### src/rtl/spc_regs.svh
// Bit positions, reset values and masks of the port control fields
`ifndef SPC_REGS_SVH
`define SPC_REGS_SVH
`define SPC_CRC_DIS_BIT    11
`define SPC_MCS_FWD_BIT    12
`define SPC_ENUM_BIT       14
`define SPC_STOP_FAIL_BIT  28
`define SPC_DROP_BIT       29
`define SPC_LOCKOUT_BIT    30
`define SPC_PORT_TYPE_BIT  31
`define SPC_ENUM_PORT      4'h2
`define SPC_WR_MASK        32'h7000_5800
`endif

### src/rtl/spc_pkg.sv
// Types shared by the serial port control field block
package spc_pkg;
  // Maintenance register access from the packet layer
  typedef struct packed {
    logic        valid;
    logic        write;
    logic        crc_bad;
    logic [31:0] wdata;
  } spc_maint_type;
  // Error-rate and output status seen by the port
  typedef struct packed {
    logic rate_failed;
    logic output_failed;
  } spc_err_type;
endpackage : spc_pkg

### src/rtl/spc_port_ctrl.sv
// Upper control fields of a serial switch port control register and their effects
// Notes on behaviour
// - Bit 11 set disables CRC checking, recovery and all retransmission.
// - Corrupted maintenance write never alters registers, even with checking disabled.
// - With checking enabled, corrupted maintenance packets are rejected.
// - Bit 12 set forwards incoming multicast-event symbols out this port.
// - Bit 14 is a plain marker; resets 1 on port 2, else 0.
// - Bit 28 stop-on-failure enable, resets 0, works with drop enable.
// - Bit 29 drop enable, resets 0, discards rejected packets past threshold.
// - Stop 0, drop 1: drop rejected packets at threshold, flag dropped, else forward.
// - Stop 1, drop 0: halt transmit when output failed; both 0 keeps trying.
// - Both set and output failed: discard queued packets, flag dropped, later ones forward.
// - Lockout clear: port enables, CRC refusal and failure policy govern receive and issue.
// - Lockout set: no packets issued or accepted; link-requests still work.
// - Lockout set: every received packet answered with packet-not-accepted.
// - Packet received under lockout sets inbound error and error-stopped flags.
// - Setting lockout drops fabric packets and flushes transmit and receive queues.
// - Lockout and flushing leave acknowledge identifiers unchanged.
// - Bit 31 always reads 1, a serial port.
`timescale 1ns/10ps
`include "spc_regs.svh"
module spc_port_ctrl #(
  parameter logic [3:0] PORT_NUM = 4'h0
) (
  // Clock and reset
  input  wire logic               clk,
  input  wire logic               rst_n,
  // Maintenance access to the control register
  input  wire spc_pkg::spc_maint_type maint,
  output logic [31:0]             ctrl_rdata,
  output logic                    maint_accept,
  output logic                    maint_reject,
  // Lower enable bits held elsewhere
  input  wire logic               input_en,
  input  wire logic               output_en,
  // Error-rate state
  input  wire spc_pkg::spc_err_type err,
  // Inbound packet from the link partner
  input  wire logic               rx_pkt,
  input  wire logic               rx_crc_bad,
  output logic                    rx_accept,
  output logic                    rx_pna,
  output logic                    rx_retry_req,
  // Transmit side towards the partner
  input  wire logic               tx_pkt_ready,
  input  wire logic               tx_pna_seen,
  input  wire logic               tx_queued,
  input  wire logic               fab_pkt,
  output logic                    tx_send,
  output logic                    tx_drop,
  output logic                    fab_drop,
  output logic                    queue_flush,
  // Control symbols and link maintenance
  input  wire logic               mcs_in,
  output logic                    mcs_out,
  output logic                    link_req_allowed,
  // Status flags
  input  wire logic               status_clear,
  output logic                    in_err_reg,
  output logic                    in_err_stop_reg,
  output logic                    out_drop_reg,
  output logic                    crc_check_en
);
  import spc_pkg::*;

  logic [31:0] fields_reg;
  logic        lockout_d_reg;
  logic        queued_dropping_reg;
  logic        fail_d_reg;

  // Named field views
  wire crc_check_disable        = fields_reg[`SPC_CRC_DIS_BIT];
  wire multicast_symbol_forward = fields_reg[`SPC_MCS_FWD_BIT];
  wire stop_fail_en             = fields_reg[`SPC_STOP_FAIL_BIT];
  wire drop_en                  = fields_reg[`SPC_DROP_BIT];
  wire lockout                  = fields_reg[`SPC_LOCKOUT_BIT];
  wire lockout_rise             = lockout & ~lockout_d_reg;
  wire fail_rise                = err.output_failed & ~fail_d_reg;

  // Maintenance acceptance; a corrupted write is never applied
  assign crc_check_en = ~crc_check_disable;
  wire maint_bad   = maint.valid & maint.crc_bad;
  assign maint_reject = maint_bad & crc_check_en;
  assign maint_accept = maint.valid & ~maint_reject;
  wire do_write    = maint_accept & maint.write & ~maint.crc_bad;

  // Reset value depends on port number for the boundary marker
  localparam logic [31:0] ENUM_RST = (PORT_NUM == `SPC_ENUM_PORT) ? (32'h1 << `SPC_ENUM_BIT) : 32'h0;
  wire [31:0] fields_next = (maint.wdata & `SPC_WR_MASK);

  // Control field storage
  always_ff @(posedge clk or negedge rst_n) begin
    if (!rst_n) begin
      fields_reg <= 32'h0000_0000;
    end else if (do_write) begin
      fields_reg <= fields_next;
    end
  end

  // Capture reset value of port-dependent bit: merged at read time until written
  logic enum_written_reg;
  always_ff @(posedge clk or negedge rst_n) begin
    if (!rst_n) begin
      enum_written_reg <= 1'b0;
    end else if (do_write) begin
      enum_written_reg <= 1'b1;
    end
  end

  // Read view: port type fixed, reserved bits zero, low fields owned elsewhere
  wire [31:0] enum_view = enum_written_reg ? fields_reg : (fields_reg | ENUM_RST);
  assign ctrl_rdata = (enum_view & `SPC_WR_MASK) | (32'h1 << `SPC_PORT_TYPE_BIT);

  // Edge history for lockout and output-failed
  always_ff @(posedge clk or negedge rst_n) begin
    if (!rst_n) begin
      lockout_d_reg <= 1'b0;
      fail_d_reg    <= 1'b0;
    end else begin
      lockout_d_reg <= lockout;
      fail_d_reg    <= err.output_failed;
    end
  end

  // Inbound handling: lockout overrides the enables; link-requests stay alive
  assign link_req_allowed = 1'b1;
  wire rx_crc_err = rx_pkt & rx_crc_bad & crc_check_en;
  assign rx_pna   = rx_pkt & (lockout | ~input_en | rx_crc_err);
  assign rx_accept = rx_pkt & ~rx_pna;
  assign rx_retry_req = rx_crc_err;

  // Both enables set: only packets queued when failure hit are discarded
  always_ff @(posedge clk or negedge rst_n) begin
    if (!rst_n) begin
      queued_dropping_reg <= 1'b0;
    end else if (fail_rise & stop_fail_en & drop_en & tx_queued) begin
      queued_dropping_reg <= 1'b1;
    end else if (~tx_queued | ~err.output_failed | ~(stop_fail_en & drop_en)) begin
      queued_dropping_reg <= 1'b0;
    end
  end

  // Outbound decisions; lockout silences packet send and drop, multicast symbols still forward
  wire drop_pna  = ~stop_fail_en & drop_en & err.rate_failed & tx_pna_seen;
  wire drop_q    = queued_dropping_reg & tx_pkt_ready;
  wire halt      = stop_fail_en & ~drop_en & err.output_failed;
  assign tx_drop  = ~lockout & (drop_pna | drop_q);
  assign tx_send  = tx_pkt_ready & output_en & ~lockout & ~halt & ~drop_q;
  assign fab_drop = fab_pkt & lockout;
  assign queue_flush = lockout_rise;
  assign mcs_out  = mcs_in & multicast_symbol_forward;

  // Sticky status; a new event wins over a clear in the same cycle
  always_ff @(posedge clk or negedge rst_n) begin
    if (!rst_n) begin
      in_err_reg      <= 1'b0;
      in_err_stop_reg <= 1'b0;
      out_drop_reg    <= 1'b0;
    end else begin
      in_err_reg      <= (rx_pkt & lockout) | (in_err_reg & ~status_clear);
      in_err_stop_reg <= (rx_pkt & lockout) | (in_err_stop_reg & ~status_clear);
      out_drop_reg    <= tx_drop | (out_drop_reg & ~status_clear);
    end
  end
endmodule : spc_port_ctrl

### config.mk
export PLATFORM = sky130hd
export DESIGN_NAME = spc_port_ctrl
export DESIGN_NICKNAME = d
export VERILOG_FILES = /design/src/rtl/spc_pkg.sv /design/src/rtl/spc_port_ctrl.sv
export VERILOG_INCLUDE_DIRS = /design/src /design/src/rtl
export SDC_FILE = /design/constraint.sdc
export NUM_CORES = 1
export LEC_CHECK = 0
export BUFFER_PORTS_ARGS = -buffer_cell sky130_fd_sc_hd__buf_2
export CORE_MARGIN = 10
export CORE_UTILIZATION = 23
export DETAILED_ROUTE_END_ITERATION = 12
export PLACE_DENSITY = 0.61
export SYNTH_ARGS = -nofsm -noshare
export SYNTH_HDL_FRONTEND = slang
export SYNTH_SLANG_ARGS = --single-unit
### constraint.sdc
create_clock -name clk -period 1.4 [get_ports clk]
set_clock_uncertainty 0.2 [all_clocks]
set_input_delay 0.21 -clock clk [delete_from_list [all_inputs] [get_ports clk]]
set_output_delay 0.21 -clock clk [all_outputs]
set_load 0.005 [all_outputs]
==> flow_metrics.py, run 1 <==
metrics = {
    "run_status": {
        "outcome": "complete, but fails checks",
        "violations": "setup timing",
    },
    "global_route": {
        "grt_max_degree": 13,
        "grt.overflow.total": 0,
        "grt_util_met3": 0.0703,
        "track_usage": 0.0726,
        "grt_pass1_vias": 778,
        "antenna_found_initial": 0,
        "top_usage_layer": "met2",
        "grt_pass1_wl_um": 3680,
        "met1_usage": 0.0540,
        "met2_usage": 0.131,
    },
    "die": {
        "io_pins": 96,
        "core_um2": 3130,
        "start_util": 0.247,
        "die_x_um": 77.9,
        "die_h_um": 77.9,
        "fp-row-count": 20,
        "dieArea_um2": 6070,
    },
    "sta": {
        "worst_hold_slack_ns": 0.00686,
        "rsz0062_at_grt": "yes",
        "post-route-period-util": 1.17,
        "clock.fmax_mhz": 609,
        "drv_slew": 0,
        "setup_viol": 12,
        "worst_slack_ns": -0.241,
        "hold_viol": 0,
        "finalCriticalPeriod_ns": 1.64,
    },
    "finish": {
        "final_cell_mix": "38 x buf_2, 27 x conb_1, 11 x dfrtp_1, 10 x dlygate4sd3_1",
        "drive_gt1_frac": 0.485,
        "area_delta_synth_final_pct": 47.2,
        "fillers": 319,
        "n_antenna_cell": 0,
        "largest_reg_flops": 6,
        "multi_input_area_um2": 348,
        "regArea_um2": 302,
        "layout_commonest_cell": "buf_2",
        "final_nets": 185,
    },
    "setup_path": {
        "path_buf_inv": 1,
        "path_cells": "and4bb_2 > o21a_1 > buf_2",
        "cp.arrival_ns": 1.23,
        "crit_family": "flip-flops",
        "cp_data_required_time_ns": 0.99,
        "cp-start-kind": "register",
        "cp-end-kind": "output pin",
        "worstPathMaxFanout": 8,
        "critical-path-slowest-cell": "dfrtp_2",
        "max_stage_delay_ns": 0.46,
        "crit_type": "register to output pin",
    },
    "clock_network": {
        "cts_buffer_depth": 2,
        "cts_tree": "yes",
        "cts_inserted_buffers": 3,
        "path_clk_slew_ns": 0.07,
        "cts_root_buf": "clkbuf_4",
        "clock-sinks": 12,
        "clk_latency_ns": 0.27,
        "ctsHtreeMaxLevel": 1,
    },
    "flow_run": {
        "drv_cap": 0,
    },
    "synthesis": {
        "netlist_top_cells_area": "dfrtp_1 39%, buf_4 26%, mux2_2 8.8%, nand3b_4 2.6%, o21ai_0 1.9%",
        "synth_top_area_share": 0.389,
        "ys_seq_elements": 12,
        "synth_top_area_cell": "dfrtp_1",
        "syn_inst": 75,
        "yosysWarnings": 0,
        "seq_area_frac_synth": 0.389,
        "synthesis.area_um2": 772,
        "syn_area_per_cell_um2": 10.3,
        "yosys.cell_types.count": 23,
    },
    "detailed_routing": {
        "avgViaCountPerCell": 3.77,
        "vias": 671,
        "route.detailed.drc": 0,
        "avgRoutedWirePerCell_um": 12.8,
        "wirelength_um": 2280,
        "antenna_left": 0,
        "firstDrtPassIters": 4,
        "drt_iter0_drc": 6,
    },
    "power_and_ir_drop": {
        "p_leak_uw": 0.000618,
        "peakVddDrop_uv": 497,
        "power.density_nw_per_um2": 899,
        "power_uw": 1020,
    },
    "worst_hold_path": {
        "hold_class": "input pin to register",
    },
    "placement": {
        "post-dp-hpwl_um": 1810,
        "portBuffers": 42,
        "gp_congestion": 0.659,
    },
}
[worst paths after layout]
kind	start	end	slack, ns	cells after the start
worst max-delay path	enum_view[30]	tx_send	-0.24	3
worst min-delay path	err[0]	queued_dropping_reg	0.007	3
worst max register to register	enum_view[30]	enum_view[30]	0.20	2
worst min register to register	fail_d_reg	queued_dropping_reg	0.32	2
max in group asynchronous	rst_n	enum_view[30]	0.58	2
min in group asynchronous	rst_n	enum_view[14]	0.18	2
[timing repair]
action	in CTS	in global routing
hold endpoints to repair	22	0
pin swaps	0	1
hold buffers	10	0
gates resized for setup	10	2
setup buffers	5	1
setup endpoints to repair	10	12
[Yosys cell counts]
library cell	n
buf_2	1
buf_4	27
nand2_1	3
mux2_2	6
dfrtp_1	12
nand4b_1	1
and3_2	1
nand2b_1	1
and3b_1	1
nand3b_1	1
nor4b_2	1
conb_1	2
nand3b_4	1
nor2b_1	2
o21ai_0	3
nor3_1	1
inv_1	4
and4bb_2	1
a21boi_0	1
o211ai_1	1
o21a_1	1
and2_1	2
o31a_1	1
[layer usage]
layer,up-vias,part of all wire
li1,312,-
met1,304,0.30
met2,55,0.49
met3,0,0.21
met4,0,0
met5,-,0
[worst reg2reg max path, cell delays in order (launching register included)]
cell and delay (ns):
dfrtp_2 0.46, buf_4 0.16, mux2_2 0.26
[logic make-up after synthesis]
group                  count (synthesis)  synth area share
and+or+nand+nor                       16             0.165
muxes                                  6            0.0875
buffers and inverters                 32             0.288
other                                  2           0.00973
AOI/OAI and AO/OA                      7            0.0600
DFF                                   12             0.389
[layout make-up]
cell class	instances	share of cell area
repair buffers	59	0.345
multi-input cells	56	0.306
flip-flops and latches	12	0.265
well taps	44	0.0485
clock buffers	3	0.0198
inverters	4	0.0154
[per-stage QoR]
| stage | setup TNS, ns | area [µm²] | std cells | setup slack [ns] | util |
|---|---|---|---|---|---|
| detailed placement | -0.0384 | 931 | 159 | -0.0384 | 0.298 |
| floorplan | 0 | 866 | 100 | 0.0601 | - |
| CTS | -1.57 | 1120 | 177 | -0.255 | 0.359 |
| global placement | -0.0251 | 931 | 159 | -0.0251 | 0.298 |
| global route | -2.20 | 1140 | 178 | -0.317 | 0.363 |
| finish | -1.39 | 1140 | 178 | -0.241 | 0.363 |
[where the power goes]
group | switching [µW] | internal [µW]
registers | 42.5 | 402
clock network | 108 | 99.4
logic | 152 | 218
Note: power is estimated with default switching activity, not from simulation.
==> run 2: changes to the inputs <==
--- a/config.mk
+++ b/config.mk
@@ -10,7 +10,7 @@
 export CORE_MARGIN = 10
 export CORE_UTILIZATION = 23
 export DETAILED_ROUTE_END_ITERATION = 12
-export PLACE_DENSITY = 0.61
+export PLACE_DENSITY = 0.59
 export SYNTH_ARGS = -nofsm -noshare
 export SYNTH_HDL_FRONTEND = slang
 export SYNTH_SLANG_ARGS = --single-unit
==> flow_metrics.py, run 2 (synthesis gave the netlist of run 1 again) <==
metrics = {
    "placement": {
        "placed_area_um2": 931,
        "gp_congestion": 0.662,
        "portBuffers": 42,
        "post-dp-hpwl_um": 1800,
    },
    "detailed_routing": {
        "avgRoutedWirePerCell_um": 12.9,
        "drt_iter0_drc": 7,
        "firstDrtPassIters": 2,
        "avgViaCountPerCell": 3.74,
        "route.detailed.drc": 0,
        "antenna_left": 0,
        "wirelength_um": 2310,
        "vias": 669,
    },
    "die": {
        "core_um2": 3130,
        "die_x_um": 77.9,
        "fp-row-count": 20,
        "dieArea_um2": 6070,
        "io_pins": 96,
        "start_util": 0.247,
        "die_h_um": 77.9,
    },
    "global_route": {
        "grt_max_degree": 13,
        "met1_usage": 0.0600,
        "antenna_found_initial": 0,
        "met2_usage": 0.136,
        "grt_pass1_wl_um": 3750,
        "grt_util_met3": 0.0484,
        "grt.overflow.total": 0,
        "track_usage": 0.0724,
        "top_usage_layer": "met2",
        "grt_pass1_vias": 809,
    },
    "run_status": {
        "outcome": "complete, but fails checks",
        "violations": "setup timing",
    },
    "power_and_ir_drop": {
        "power.density_nw_per_um2": 944,
        "comb_power_share": 0.316,
        "peakVddDrop_uv": 515,
        "power_uw": 1050,
        "switching_share": 0.290,
        "seqPwrFrac": 0.419,
        "p_leak_uw": 0.000619,
        "clkPwrFrac": 0.264,
        "cellInternalPower_uw": 746,
        "switchingPower_uw": 305,
    },
    "setup_path": {
        "rr_startpoint": "enum_view[28]",
        "cp-start-kind": "register",
        "r2r_slack_ns": 0.07,
        "cp-end-kind": "output pin",
        "cp_data_required_time_ns": 0.99,
        "cp.arrival_ns": 1.23,
        "crit_type": "register to output pin",
        "r2r_cells": 4,
        "worstPathMaxFanout": 6,
        "worst_r2r_endpoint": "out_drop_reg",
    },
    "finish": {
        "largest_reg_flops": 6,
        "final_nets": 185,
        "final_cell_mix": "43 x buf_2, 27 x conb_1, 11 x dfrtp_1, 10 x dlygate4sd3_1",
        "layout_commonest_cell": "buf_2",
        "final_cell_area_um2": 1110,
        "drive_gt1_frac": 0.489,
        "n_antenna_cell": 0,
        "finish.utilization": 0.356,
        "area_delta_synth_final_pct": 44.4,
    },
    "sta": {
        "hold_viol": 0,
        "finalCriticalPeriod_ns": 1.64,
        "worst_hold_slack_ns": 0.0497,
        "post-route-period-util": 1.17,
        "tns_ns": -1.38,
        "clock.fmax_mhz": 608,
        "rsz0062_at_grt": "yes",
        "setup_viol": 10,
        "worst_slack_ns": -0.243,
        "drv_slew": 0,
    },
    "worst_hold_path": {
        "worstHoldStart": "rx_pkt",
        "worstHoldPathCells": 3,
        "hold_class": "input pin to register",
        "holdPathEnd": "in_err_reg",
    },
    "clock_network": {
        "clk_latency_ns": 0.28,
        "cts_buffer_depth": 2,
        "cts_inserted_buffers": 3,
        "ctsHtreeMaxLevel": 1,
        "cts_tree": "yes",
        "clock-sinks": 12,
        "path_clk_slew_ns": 0.07,
        "cts_root_buf": "clkbuf_4",
    },
    "flow_run": {
        "drv_cap": 0,
    },
}
[run 2: cell types whose count changed in the layout (fill, tap and decap cells not counted), sizes merged]
cell / change
clkbuf: +1
[run 2: metal layers]
metal  up-vias  share of wire
met5         -              0
met4         0          0.011
met3         2           0.16
met2        45           0.53
met1       309           0.29
li1        313              -
[run 2: worst max-delay path by stage]
stage                   from  endpoint
3_3_place_gp   enum_view[30]   tx_send
6_report       enum_view[30]   tx_send
3_5_place_dp   enum_view[30]   tx_send
4_1_cts        enum_view[30]   tx_send
5_1_grt        enum_view[30]   tx_send
2_1_floorplan  enum_view[30]   tx_send
[run 2: metrics by stage]
step                cells  setup WS [ns]
finish                179         -0.243
global route          179         -0.306
CTS                   178         -0.248
detailed placement    159        -0.0435
global placement      159        -0.0226
floorplan             100         0.0601
[run 2: timing repair]
action / 4_1_cts / 5_1_grt
gates resized for setup: 6 / 0
buffers inserted: 5 / 1
endpoints found under the setup margin: 10 / 11
endpoints found under the hold margin: 22 / 0
hold buffers: 10 / 0
[run 2: power groups by stage]
stage	logic, µW	registers (µW)	clock network (µW)
final	333	441	278
after global routing	375	449	294
after CTS	331	441	277
after detailed placement	265	452	0
after global placement	258	450	0
after floorplan	177	443	0
[run 2: layout make-up]
| class | count | area, µm² |
|---|---|---|
| fill | 325 | 2010 |
| timing repair buffer | 59 | 360 |
| multi-input combinational | 56 | 347 |
| sequential | 12 | 302 |
| tap | 44 | 55.1 |
| clock buffer | 4 | 36.3 |
| inverter | 4 | 15.0 |
[run 2: critical path: stages, from the launching register on]
cell	delay, ns
dfrtp_2	0.46
and4bb_2	0.30
o21a_1	0.10
buf_2	0.10
==> run 3: changes to the inputs <==
==> constraint.sdc (replaced) <==
create_clock -name clk -period 1.91 [get_ports clk]
set_clock_uncertainty 0.2 [all_clocks]
set_input_delay 0.2865 -clock clk [delete_from_list [all_inputs] [get_ports clk]]
set_output_delay 0.2865 -clock clk [all_outputs]
set_load 0.005 [all_outputs]
==> flow_metrics.py, run 3 (synthesis gave the netlist of run 1 again) <==
metrics = {
    "global_route": {
        "grt_pass1_vias": 726,
        "grt_max_degree": 13,
        "track_usage": 0.0644,
        "grt_pass1_wl_um": 3250,
        "grt.overflow.total": 0,
        "antenna_found_initial": 0,
    },
    "sta": {
        "clock.fmax_mhz": 543,
        "rsz0062_at_grt": "no",
        "post-route-period-util": 0.965,
        "hold_viol": 0,
        "tns_ns": 0,
        "worst_slack_ns": 0.0676,
        "setup_viol": 0,
        "finalCriticalPeriod_ns": 1.84,
        "drv_slew": 0,
    },
    "clock_network": {
        "path_clk_slew_ns": 0.08,
        "cts_tree": "yes",
        "postCtsSetupRepairBufs": 0,
        "clk_latency_ns": 0.28,
        "postCtsHoldBufs": 2,
        "cts_root_buf": "clkbuf_4",
        "cts_resized": 0,
        "ctsHtreeMaxLevel": 1,
        "cts_inserted_buffers": 3,
        "cts_buffer_depth": 2,
        "clock-sinks": 12,
    },
    "worst_hold_path": {
        "worstHoldPathCells": 2,
        "holdPathEnd": "in_err_reg",
        "hold_class": "input pin to register",
        "worstHoldStart": "status_clear",
    },
    "finish": {
        "largest_reg_flops": 6,
        "final_cell_mix": "42 x buf_2, 27 x conb_1, 12 x dfrtp_1, 6 x mux2_2, 4 x inv_1",
        "final_nets": 170,
        "n_antenna_cell": 0,
        "final_cell_area_um2": 980,
        "area_delta_synth_final_pct": 26.9,
        "finish.utilization": 0.313,
        "fillers": 348,
        "drive_gt1_frac": 0.467,
        "layout_commonest_cell": "buf_2",
    },
    "placement": {
        "portBuffers": 42,
        "placed_area_um2": 923,
        "pre_cts_slack_ns": 0.372,
        "gp_congestion": 0.662,
        "post-dp-hpwl_um": 1840,
    },
    "run_status": {
        "outcome": "completed",
    },
    "setup_path": {
        "critical-path-slowest-cell": "dfrtp_1",
        "max_stage_delay_ns": 0.51,
        "worst_r2r_endpoint": "out_drop_reg",
        "cp_data_required_time_ns": 1.42,
        "rr_startpoint": "enum_view[30]",
        "r2r_slack_ns": 0.76,
        "crit_family": "flip-flops",
        "path_cells": "and4bb_2 > o21a_1 > buf_2",
        "r2r_cells": 2,
        "crit_type": "register to output pin",
        "cp.arrival_ns": 1.36,
        "cp-end-kind": "output pin",
        "path_buf_inv": 1,
        "cp-start-kind": "register",
        "worstPathMaxFanout": 12,
    },
    "detailed_routing": {
        "firstDrtPassIters": 4,
        "antenna_left": 0,
        "avgRoutedWirePerCell_um": 12.7,
        "dr_wl_met3_um": 364,
        "avgViaCountPerCell": 3.74,
        "top_layer_used": "met4",
        "wl_met2_um": 1020,
        "route.detailed.drc": 0,
        "vias": 613,
        "drt_iter0_drc": 8,
        "wirelength_um": 2080,
        "drt-met1-wl_um": 667,
    },
    "die": {
        "start_util": 0.247,
        "die_h_um": 77.9,
        "io_pins": 96,
        "fp-row-count": 20,
        "die_x_um": 77.9,
        "core_um2": 3130,
        "dieArea_um2": 6070,
    },
    "power_and_ir_drop": {
        "p_leak_uw": 0.000553,
        "peakVddDrop_uv": 403,
        "power.density_nw_per_um2": 739,
        "power_uw": 724,
    },
    "flow_run": {
        "drv_cap": 0,
    },
}
## run 3: worst max path at each step
stage                        from  endpoint  slack [ns]  depth (start not counted)
finish              enum_view[30]   tx_send        0.07                          3
CTS                 enum_view[30]   tx_send        0.06                          3
global placement    enum_view[30]   tx_send        0.41                          3
global route        enum_view[30]   tx_send       0.004                          3
floorplan           enum_view[30]   tx_send        0.49                          3
detailed placement  enum_view[30]   tx_send        0.37                          3
## run 3: per-stage QoR
stage                     std cells  hold WS [ns]
after floorplan                 100        -0.209
after global placement          158       -0.0249
after detailed placement        158       -0.0158
after CTS                       164        0.0301
after global routing            164        0.0417
final                           164        0.0188
## run 3: area by class of cell
type	count	area, µm²	share of cell area
Multi-Input combinational cell	56	343	0.350
Sequential cell	12	300	0.307
Tap cell	44	55.1	0.0562
Clock buffer	4	36.3	0.0370
Timing Repair Buffer	44	230	0.235
Inverter	4	15.0	0.0153
## run 3: worst reg2reg max path, cell delays in order (launching register included)
cell and delay, ns:
dfrtp_1 0.55, nand3b_1 0.18, o211ai_1 0.09
## run 3: layer usage
layer | track usage | up-vias
li1 | - | 280
met1 | 0.0567 | 282
met2 | 0.109 | 48
met3 | 0.0484 | 3
met4 | 0.0269 | 0
met5 | 0 | -
## run 3: where the power goes
| part | switching, µW | internal (µW) | leakage, µW |
|---|---|---|---|
| combinational | 86.9 | 100 | 0.000386 |
| clock | 90.4 | 116 | 0.0000210 |
| sequential | 36.7 | 293 | 0.000147 |
